## src/design/rsc_consts.svh

```systemverilog
// Offsets, field positions, reset values and timing counts of the strap capture.
`ifndef RSC_CONSTS_SVH
`define RSC_CONSTS_SVH

// ----------------------------------------------------------------
// Register map, byte addresses on the Avalon-MM slave
// ----------------------------------------------------------------
`define RSC_OFS_STATUS      4'h0
`define RSC_OFS_CONTROL     4'h4

// ----------------------------------------------------------------
// Field positions
// ----------------------------------------------------------------
`define RSC_CTL_START_BIT   0
`define RSC_CTL_SOFT_BIT    1
`define RSC_STS_BUSY_BIT    8

// ----------------------------------------------------------------
// Strap vector: [6] inband, [5:4] mgmt_if, [3] start, [2:1] port6_if,
// [0] flow control. Default is the weak-pull level of each pin.
// ----------------------------------------------------------------
`define RSC_STRAP_W         7
`define RSC_STRAP_DEFAULT   7'h39
`define RSC_PULL_UP_MASK    7'h39

// ----------------------------------------------------------------
// Timing
// ----------------------------------------------------------------
`define RSC_CLK_PERIOD_NS   10
`define RSC_SOFT_RST_NS     100
`define RSC_SOFT_RST_CYC    (`RSC_SOFT_RST_NS / `RSC_CLK_PERIOD_NS)
`define RSC_SYNC_STAGES     2

`endif

```

## src/design/rsc_pkg.sv

```systemverilog
// Types shared by the strap capture block.
`default_nettype none
package rsc_pkg;

   // Latched strap levels, one field per strap function.
   typedef struct packed {
      logic       inband;
      logic [1:0] mgmt_if;
      logic       start;
      logic [1:0] port6_if;
      logic       flow_ctrl;
   } rsc_strap_t;

   typedef enum logic [1:0] {
      RSC_MGMT_MDIO,
      RSC_MGMT_I2C,
      RSC_MGMT_SPI
   } rsc_mgmt_mode_t;

   typedef enum logic [1:0] {
      RSC_P6_RGMII,
      RSC_P6_RMII,
      RSC_P6_RESERVED,
      RSC_P6_MII
   } rsc_port6_mode_t;

   typedef enum logic [1:0] {
      RSC_ST_HIZ,
      RSC_ST_SOFT,
      RSC_ST_SETTLE,
      RSC_ST_RUN
   } rsc_state_t;

endpackage

`default_nettype wire

```

## src/design/rsc_strap_capture.sv

```systemverilog
// Strap capture: latches configuration straps at reset release.
// Summary of operation
// RULE_01 - Strap pins stay undriven during hardware or software reset.
// RULE_02 - Each strap level is sampled at reset release and sets its mode.
// RULE_03 - Each strap pin has a weak pull giving its default level.
// RULE_04 - After reset release every strap pin drives its normal function.
// RULE_05 - The in-band management strap is resampled on software resets too.
// RULE_06 - Management strap 00 selects MDIO, 01 I2C, 1x SPI (default).
// RULE_07 - Start strap 1 forwards at once; 0 waits for software start bit.
// RULE_08 - Port-6 strap 00 RGMII, 01 RMII, 10 reserved, 11 MII.
// RULE_09 - Flow strap 1 enables flow control on all ports; 0 disables it.
// RULE_10 - Latched strap values stay stable until the next reset.
//
// Implementation choices: the placing of the registers and the Avalon-MM register port.
`timescale 1ns/1ps
`default_nettype none
`include "rsc_consts.svh"

module rsc_strap_capture
   import rsc_pkg::*;
#(
   parameter int SOFT_RST_CYC = `RSC_SOFT_RST_CYC
)
(
   // Clock and reset
   input  wire logic                   i_sys_clk,
   input  wire logic                   i_reset_n,
   // Avalon-MM slave
   input  wire logic [3:0]             i_avs_address,
   input  wire logic                   i_avs_read,
   input  wire logic                   i_avs_write,
   input  wire logic [31:0]            i_avs_writedata,
   input  wire logic [3:0]             i_avs_byteenable,
   output logic      [31:0]            o_avs_readdata,
   output logic                        o_avs_waitrequest,
   // Strap pins, bit order as the strap vector
   input  wire logic [`RSC_STRAP_W-1:0] i_strap_pin,
   output logic      [`RSC_STRAP_W-1:0] o_strap_pin,
   output logic      [`RSC_STRAP_W-1:0] o_strap_oe,
   output logic      [`RSC_STRAP_W-1:0] o_strap_pull_en,
   output logic      [`RSC_STRAP_W-1:0] o_strap_pull_up,
   // Normal pin function from the rest of the switch
   input  wire logic [`RSC_STRAP_W-1:0] i_func_out,
   // Mode settings
   output rsc_strap_t                  o_strap,
   output rsc_mgmt_mode_t              o_mgmt_mode,
   output rsc_port6_mode_t             o_port6_mode,
   output logic                        o_inband_mgmt_en,
   output logic                        o_forward_en,
   output logic                        o_flow_ctrl_en,
   output logic                        o_cfg_busy
);

   // ----------------------------------------------------------------
   // Decode helpers
   // ----------------------------------------------------------------

   // Upper bit set means SPI whatever the lower bit says.
   function automatic rsc_mgmt_mode_t mgmt_decode(input logic [1:0] v);
      rsc_mgmt_mode_t m;
      m = RSC_MGMT_SPI;
      if (v == 2'h0)
         m = RSC_MGMT_MDIO;
      else if (v == 2'h1)
         m = RSC_MGMT_I2C;
      return m;
   endfunction

   // ----------------------------------------------------------------
   // State
   // ----------------------------------------------------------------
   rsc_state_t                state;
   rsc_state_t                next_state;
   logic [15:0]               cnt;
   logic [15:0]               next_cnt;
   logic [`RSC_STRAP_W-1:0]   sync1;
   logic [`RSC_STRAP_W-1:0]   sync2;
   rsc_strap_t                strap;
   logic                      start_bit;
   logic                      ack;
   logic [`RSC_STRAP_W-1:0]   drive_q;

   // ----------------------------------------------------------------
   // Bus decode
   // ----------------------------------------------------------------
   wire logic req      = i_avs_read | i_avs_write;
   wire logic wr_go    = i_avs_write & ack;
   wire logic hit_sts  = i_avs_address == `RSC_OFS_STATUS;
   wire logic hit_ctl  = i_avs_address == `RSC_OFS_CONTROL;
   wire logic wr_ctl   = wr_go & hit_ctl & i_avs_byteenable[0];
   wire logic wr_soft  = wr_ctl & i_avs_writedata[`RSC_CTL_SOFT_BIT];
   wire logic sampling = state == RSC_ST_SETTLE && cnt == 16'h0000;
   wire logic [31:0] rd_data =
      hit_sts ? {23'h000000, o_cfg_busy, 1'b0, strap} :
      hit_ctl ? {31'h00000000, start_bit} : 32'h00000000;

   // One wait cycle per access; unmapped reads return zero.
   assign o_avs_waitrequest = req & ~ack;

   // ----------------------------------------------------------------
   // Sequencer
   // ----------------------------------------------------------------

   // The hold and settle counts give the synchroniser time to carry
   // the released pin level before the capture takes it.
   always_comb
   begin
      next_state = state;
      next_cnt   = cnt;
      case (state)
         RSC_ST_HIZ:
         begin
            next_state = RSC_ST_SETTLE;
            next_cnt   = 16'(`RSC_SYNC_STAGES);
         end
         RSC_ST_SOFT:
         begin
            if (cnt == 16'h0000)
            begin
               next_state = RSC_ST_SETTLE;
               next_cnt   = 16'(`RSC_SYNC_STAGES);
            end
            else
               next_cnt = cnt - 16'h0001;
         end
         RSC_ST_SETTLE:
         begin
            if (cnt == 16'h0000)
               next_state = RSC_ST_RUN;
            else
               next_cnt = cnt - 16'h0001;
         end
         RSC_ST_RUN:
         begin
            if (wr_soft)                                          // RULE_05
            begin
               next_state = RSC_ST_SOFT;
               next_cnt   = 16'(SOFT_RST_CYC - 1);
            end
         end
         default:
            next_state = RSC_ST_HIZ;
      endcase
   end

   // State register.
   always_ff @(posedge i_sys_clk or negedge i_reset_n)
   begin
      if (!i_reset_n)
      begin
         state <= RSC_ST_HIZ;
         cnt   <= 16'h0000;
      end
      else
      begin
         state <= next_state;
         cnt   <= next_cnt;
      end
   end

   // Pin synchroniser; only sync2 is read by logic.
   always_ff @(posedge i_sys_clk or negedge i_reset_n)
   begin
      if (!i_reset_n)
      begin
         sync1 <= `RSC_STRAP_DEFAULT;
         sync2 <= `RSC_STRAP_DEFAULT;
      end
      else
      begin
         sync1 <= i_strap_pin;
         sync2 <= sync1;
      end
   end

   // Capture once per reset; held otherwise so later LED activity on
   // the shared pins cannot disturb the configuration.
   always_ff @(posedge i_sys_clk or negedge i_reset_n)
   begin
      if (!i_reset_n)
         strap <= `RSC_STRAP_DEFAULT;
      else if (sampling)
         strap <= sync2;                                   // RULE_02 RULE_10
   end

   // Software start bit, cleared by software reset.
   always_ff @(posedge i_sys_clk or negedge i_reset_n)
   begin
      if (!i_reset_n)
         start_bit <= 1'b0;
      else if (state == RSC_ST_SOFT)
         start_bit <= 1'b0;
      else if (wr_ctl)
         start_bit <= i_avs_writedata[`RSC_CTL_START_BIT];
   end

   // Bus answer and pin output data.
   always_ff @(posedge i_sys_clk or negedge i_reset_n)
   begin
      if (!i_reset_n)
      begin
         ack            <= 1'b0;
         o_avs_readdata <= 32'h00000000;
         drive_q        <= {`RSC_STRAP_W{1'b1}};
      end
      else
      begin
         ack            <= req & ~ack;
         o_avs_readdata <= rd_data;
         drive_q        <= i_func_out;
      end
   end

   // ----------------------------------------------------------------
   // Pins and mode outputs
   // ----------------------------------------------------------------

   // Drivers stay off in every state but RUN.
   wire logic run_now = state == RSC_ST_RUN;
   assign o_strap_oe      = {`RSC_STRAP_W{run_now}};           // RULE_01 RULE_04
   assign o_strap_pin     = drive_q;                                // RULE_04
   assign o_strap_pull_en = ~o_strap_oe;                            // RULE_03
   assign o_strap_pull_up = `RSC_PULL_UP_MASK;                      // RULE_03

   // Modes follow the latched straps.
   assign o_strap          = strap;
   assign o_mgmt_mode      = mgmt_decode(strap.mgmt_if);            // RULE_06
   assign o_port6_mode     = rsc_port6_mode_t'(strap.port6_if);     // RULE_08
   assign o_inband_mgmt_en = strap.inband;
   assign o_flow_ctrl_en   = strap.flow_ctrl;                       // RULE_09
   assign o_forward_en     = (strap.start | start_bit)
                             & state == RSC_ST_RUN;                 // RULE_07
   assign o_cfg_busy       = state != RSC_ST_RUN;
endmodule

`default_nettype wire

```

## config.mk

```make
export PLATFORM = sky130hd
export DESIGN_NAME = rsc_strap_capture
export DESIGN_NICKNAME = d
export VERILOG_FILES = /design/src/design/rsc_pkg.sv /design/src/design/rsc_strap_capture.sv
export VERILOG_INCLUDE_DIRS = /design/src /design/src/design
export SDC_FILE = /design/constraint.sdc
export NUM_CORES = 1
export LEC_CHECK = 0
export BUFFER_PORTS_ARGS = -buffer_cell sky130_fd_sc_hd__buf_2
export CAP_MARGIN = 0
export CORE_MARGIN = 2
export CORE_UTILIZATION = 50
export DETAILED_ROUTE_END_ITERATION = 6
export MAX_ROUTING_LAYER = met4
export PLACE_DENSITY = 0.86
export SYNTH_ARGS = -nofsm -noshare
export SYNTH_HDL_FRONTEND = slang
export SYNTH_SLANG_ARGS = --single-unit
export TNS_END_PERCENT = 1
```

## constraint.sdc

```tcl
create_clock -name i_sys_clk -period 5.68 [get_ports i_sys_clk]
set_input_delay 0 -clock i_sys_clk [delete_from_list [all_inputs] [get_ports i_sys_clk]]
set_output_delay 0 -clock i_sys_clk [all_outputs]
set_load 0.02 [all_outputs]
```

; Word level (Yosys, flattened, before mapping)
; Index checks and enable logic that the tools add are counted.
[classes]
n_reduce_logical = 8
eq_ne = 10
n_bitwise = 10
mux = 14
add_sub_neg = 1
[op_table]
columns = op, count
row1 = case mux 16 bit (4 select lines), 1
row2 = two-way mux 16 bit, 3
row3 = zero test 16 bit, 1
row4 = "subtractor 16 x 1 -> 16 bit, second input constant", 1
row5 = two-way mux 2 bit, 5
row6 = two-way mux 9 bit, 1
row7 = "inequality test 2 bit, second input constant", 4
row8 = case mux 2 bit (4 select lines), 1
row9 = NOT 7 bit, 1
row10 = bitwise AND 1 bit, 6
row11 = "== test 2 x 1 -> 1 bit, second input constant", 2
row12 = "== test 2 bit, second input constant", 2
row13 = "== test 4 x 3 -> 1 bit, second input constant", 1
row14 = zero test 2 bit, 2
row15 = zero test 4 bit, 1
row16 = two-way mux 1 bit, 3
row17 = AND reduction 3 bit, 1
row18 = "inequality test 2 x 1 -> 1 bit, second input constant", 1
row19 = OR 1 bit, 2
row20 = AND reduction 2 bit, 1
row21 = nonzero test 2 bit, 1
row22 = logical AND 1 bit, 1
row23 = NOT 1 bit, 1
[totals]
inputBits = 58
ff_bits = 57
out_inout_bits = 76

; Depth between registers and ports, before layout
[logic_depth]
word_depth = 6
mapped_depth = 8
ltp_nobuf = 7

; Least setup slack after synthesis
; Ideal clock, no wire load.
[synth_timing]
kind = register to register
start = reg cnt[2]
end = reg cnt[9]
arrival_time_ns = 1.960
setup_ns = 0.122
synth_period_minus_slack_ns = 2.082
path_stages_with_launch = 7
setup_slack_ns = 3.598
path_buffers = 1
required_time_ns = 5.558
path_cell_list = dfrtp_1 > buf_6 > or4_4 > nor4_1 > and2b_1 > o21bai_1 > a32o_1
[synth_via]
elab_chain_cells = 3
[synth_rtl]
columns = item, line_no
row1 = "start, declared", rsc_strap_capture.sv:74  ; logic [15:0] cnt;
row2 = "start signal, assigned", rsc_strap_capture.sv:157  ; cnt <= next_cnt;
row3 = subtractor 16 x 1 -> 16 bit or zero test 16 bit (tied branches), n/a
row4 = two-way mux 16 bit (tied with other cells), rsc_strap_capture.sv:128  ; if (cnt == 16'h0000)
row5 = case mux 16 bit (4 select lines) or AND reduction 2 bit (tied branches), n/a
; Parallel ways exist; a longest one is shown, timed or not. The select of a mux whose other input is x is not followed.
; A chain may end at the register's enable or synchronous reset.

; Worst setup path after layout
[layout_timing]
start = reg state[0]
end = reg cnt[9]
[layout_via]
elab_chain_cells = 3
[layout_rtl]
columns = item, line_no
row1 = "start, declared", rsc_strap_capture.sv:72  ; rsc_state_t state;
row2 = "start signal, assigned", rsc_strap_capture.sv:156  ; state <= next_state;
row3 = == test 2 bit, rsc_strap_capture.sv:110  ; case (state)
row4 = inequality test 2 bit (no line), n/a
row5 = AND reduction 2 bit (no line), n/a
; Parallel ways exist; a longest one is shown, timed or not.

==> flow_summary.toml <==
[setup_path]
crit_path_max_fanout = 15
ff2ff_path_depth = 5
rrSetupSlack_ns = 3.21
cp_slowest_stage_delay_ns = 0.76
path_class = "flip-flop to flip-flop"
cp.arrival_ns = 2.72
worst_ep_required_time_ns = 5.94
crit_path_top_delay_cell = "nor2b_1"
critPathCaptureType = "flip-flop"
worst_setup_path_start_kind = "flip-flop"
r2r_start = "state[0]$_DFFE_PN0P_"
r2r-end = "cnt[9]$_DFFE_PN0P_"
cp_common_cell = "nor2b_1"
path_cells = "nor2b_1 > nor2b_1 > or2_2 > mux2i_1 > a32o_1"

[final_layout]
syn_to_final_growth_pct = 14.77
num-nets-final = 383
drive_above_1_share_pct = 34.57
instances_no_fill = 396
multi_input_area_mm2 = 0.001044
nFillCells = 432
antennaDiodeCount = 0
fin_area_mm2 = 0.003208
ff_latch_area_mm2 = 0.001425
final_core_util_pct = 58.98

[sta]
hold_violations = 0
fin_setup_tns_ns = 0
rsz0062_at_grt = "no"
setup_violations = 0
post-route-min-period_ns = 2.465
slew_headroom_pct = 33.25
fin_crit_sh_pct = 43.40
clock.fmax_mhz = 405.6
whs_ns = 0.05496
skew_ns = 0.007270
maxSlewViolCount = 0
max_slew.worst_pin.slew_ns = 0.9920

[logic_synthesis]
syn_area_mm2 = 0.002795
async_flop_share_pct = 100.0
synth_flop_cell = "dfrtp_1"
synth_top_area_share_pct = 33.12
seq_area_frac_synth_pct = 50.98
ys_warn_count = 0
ys_seq_elements = 56
synthTopCellsByArea = "dfrtp_1 33%, dfstp_2 18%, buf_4 13%"
synth_cell_type_count = 51
synth.avg_cell_area_um2 = 10.83
synth.most_common_cell = "buf_4"
synthCells = 258
synth_edf_count = 0
ys_top_cells_by_count = "49 x buf_4, 37 x dfrtp_1, 19 x dfstp_2"
synth_top_area_cell = "dfrtp_1"

[global_routing]
antenna_found_initial = 0
grt_overflow_total = 0
grt_pass1_wl_um = 9328
grt_usage_pct = 19.67
grt_pass1_vias = 1955
grt_max_degree = 57

[clock_tree]
cts_tree = "done"
cts.path.max_buffers = 2
h-tree-depth = 2
cts.sinks = 56
insertion_delay_ns = 0.31
clkTransAtPathRegs_ns = 0.10
cts_root_buf = "clkbuf_8"
cts_resized = 0
cts-buffers-inserted = 5

[min_path]
worstHoldStart = "i_avs_address[1]"
hold_end = "o_avs_readdata[0]$_DFF_PN0_"
holdPathStages = 3
hold_path_class = "input port to flip-flop"

[placed_design]
dp.cells = 370
dpl.hpwl_um = 3670
io_buffers = 69
dpl-instance-area_mm2 = 0.002934
gp_congestion = 0.8447

[drt]
firstDrtPassIters = 4
finalWirelength_um = 5507
drc = 0
wl_per_cell_um = 13.91
via_per_inst = 5.202
drt_iter0_drc = 154
num_vias = 2060
ant_nets = 0

[floorplan]
num_rows = 27
io_pins = 134
die_height_um = 78.77
dieWidth_um = 78.77
core-area_mm2 = 0.005439
dieArea_mm2 = 0.006205
start_util_pct = 51.39

[power_and_ir_drop]
power.density_mw_per_mm2 = 217.9
leakagePower_nw = 1.539
peakVddDrop_uv = 158.9

[run]
maxCapViolCount = 0

[outcome]
status = "finished, final reports clean"
## flip-flops by register name, summed over array words and instances, names as in the netlist, 2 cells and up
register,cells
o_avs_readdata,8
o_strap_pin,7
o_strap,3
state,2
sync2,7
o_port6_mode,2
cnt,16
sync1,7
## critical path, delay by kind of cell (launching register included)
kind / cells / cell delay [ns]
AND/OR/NAND/NOR: 3 / 1.50
multiplexers: 1 / 0.13
flip-flops: 1 / 0.65
AO/OA/AOI/OAI: 1 / 0.13
## routing by layer
| layer | track usage, % | share of wire, % | wire [um] | vias up |
|---|---|---|---|---|
| li1 | - | - | - | 958 |
| met1 | 25.39 | 41 | 2282 | 998 |
| met2 | 30.60 | 50 | 2740 | 94 |
| met3 | 2.955 | 6.8 | 377 | 10 |
| met4 | 9.649 | 2.0 | 108 | 0 |
| met5 | - | 0 | 0 | - |
## cell type report
class / count / area share (%)
clock inverter: 1 / 0.2340
clock buffer: 7 / 2.691
tap: 72 / 2.808
sequential: 56 / 44.42
timing repair buffer: 88 / 16.61
inverter: 6 / 0.7020
multi-input combinational: 166 / 32.53
## per-stage QoR
stage	power, W	worst slack, ns
after floorplan	0.0004651	3.598
after global placement	0.0004690	3.315
after detailed placement	0.0004701	3.305
after CTS	0.0007043	3.278
after global routing	0.0007247	2.980
final	0.0006990	3.215
## placed cells by master, fill, tap and decap left out, types with 5 or more instances in the layout
| master | netlist | routed |
|---|---|---|
| o21ai_0 | 11 | 11 |
| xor2_1 | 5 | 5 |
| nor2_1 | 16 | 16 |
| nor3_1 | 7 | 7 |
| clkbuf_8 | 0 | 6 |
| conb_1 | 2 | 31 |
| mux2_2 | 7 | 7 |
| inv_1 | 6 | 6 |
| dfrtp_1 | 37 | 37 |
| a31oi_1 | 7 | 7 |
| nand2_1 | 11 | 11 |
| dfstp_2 | 19 | 19 |
| o211ai_1 | 11 | 11 |
| and2_1 | 7 | 7 |
| buf_2 | 0 | 69 |
| dlygate4sd3_1 | 0 | 18 |
## worst max path at each step
| stage | start | end | slack [ns] |
|---|---|---|---|
| after floorplan | cnt[2]$_DFFE_PN0P_ | cnt[9]$_DFFE_PN0P_ | 3.60 |
| after global placement | cnt[2]$_DFFE_PN0P_ | cnt[9]$_DFFE_PN0P_ | 3.31 |
| after detailed placement | state[1]$_DFFE_PN0P_ | cnt[9]$_DFFE_PN0P_ | 3.30 |
| after CTS | state[1]$_DFFE_PN0P_ | cnt[9]$_DFFE_PN0P_ | 3.28 |
| after global routing | cnt[0]$_DFFE_PN0P_ | cnt[6]$_DFFE_PN0P_ | 2.98 |
| final | state[0]$_DFFE_PN0P_ | cnt[9]$_DFFE_PN0P_ | 3.21 |
## cells by family (layout without fill, tap and decap cells)
family / after synthesis / in the layout / share of synthesized area, %
adders and majority gates: 2 / 2 / 0.8951
and+or+nand+nor: 70 / 70 / 14.55
DFF: 56 / 56 / 50.98
xor gates and xnor gates: 5 / 5 / 1.567
buffers and inverters: 65 / 102 / 15.58
muxes: 9 / 9 / 3.536
AOI/OAI and AO/OA: 49 / 49 / 12.62
other: 2 / 31 / 0.2687
## where the power goes
group | leakage, nW | internal [W] | switching (W)
Sequential | 0.669 | 0.000412 | 0.00000345
Clock | 0.0445 | 0.0000993 | 0.000127
Combinational | 0.826 | 0.0000184 | 0.0000384
Total | 1.54 | 0.000530 | 0.000169
## timing repair
item,in CTS,in global routing
hold buffers,18,0
buffers inserted,0,0
endpoints found under the setup margin,0,0
endpoints found under the hold margin,53,0
Note: power is estimated with default switching activity, not from simulation.
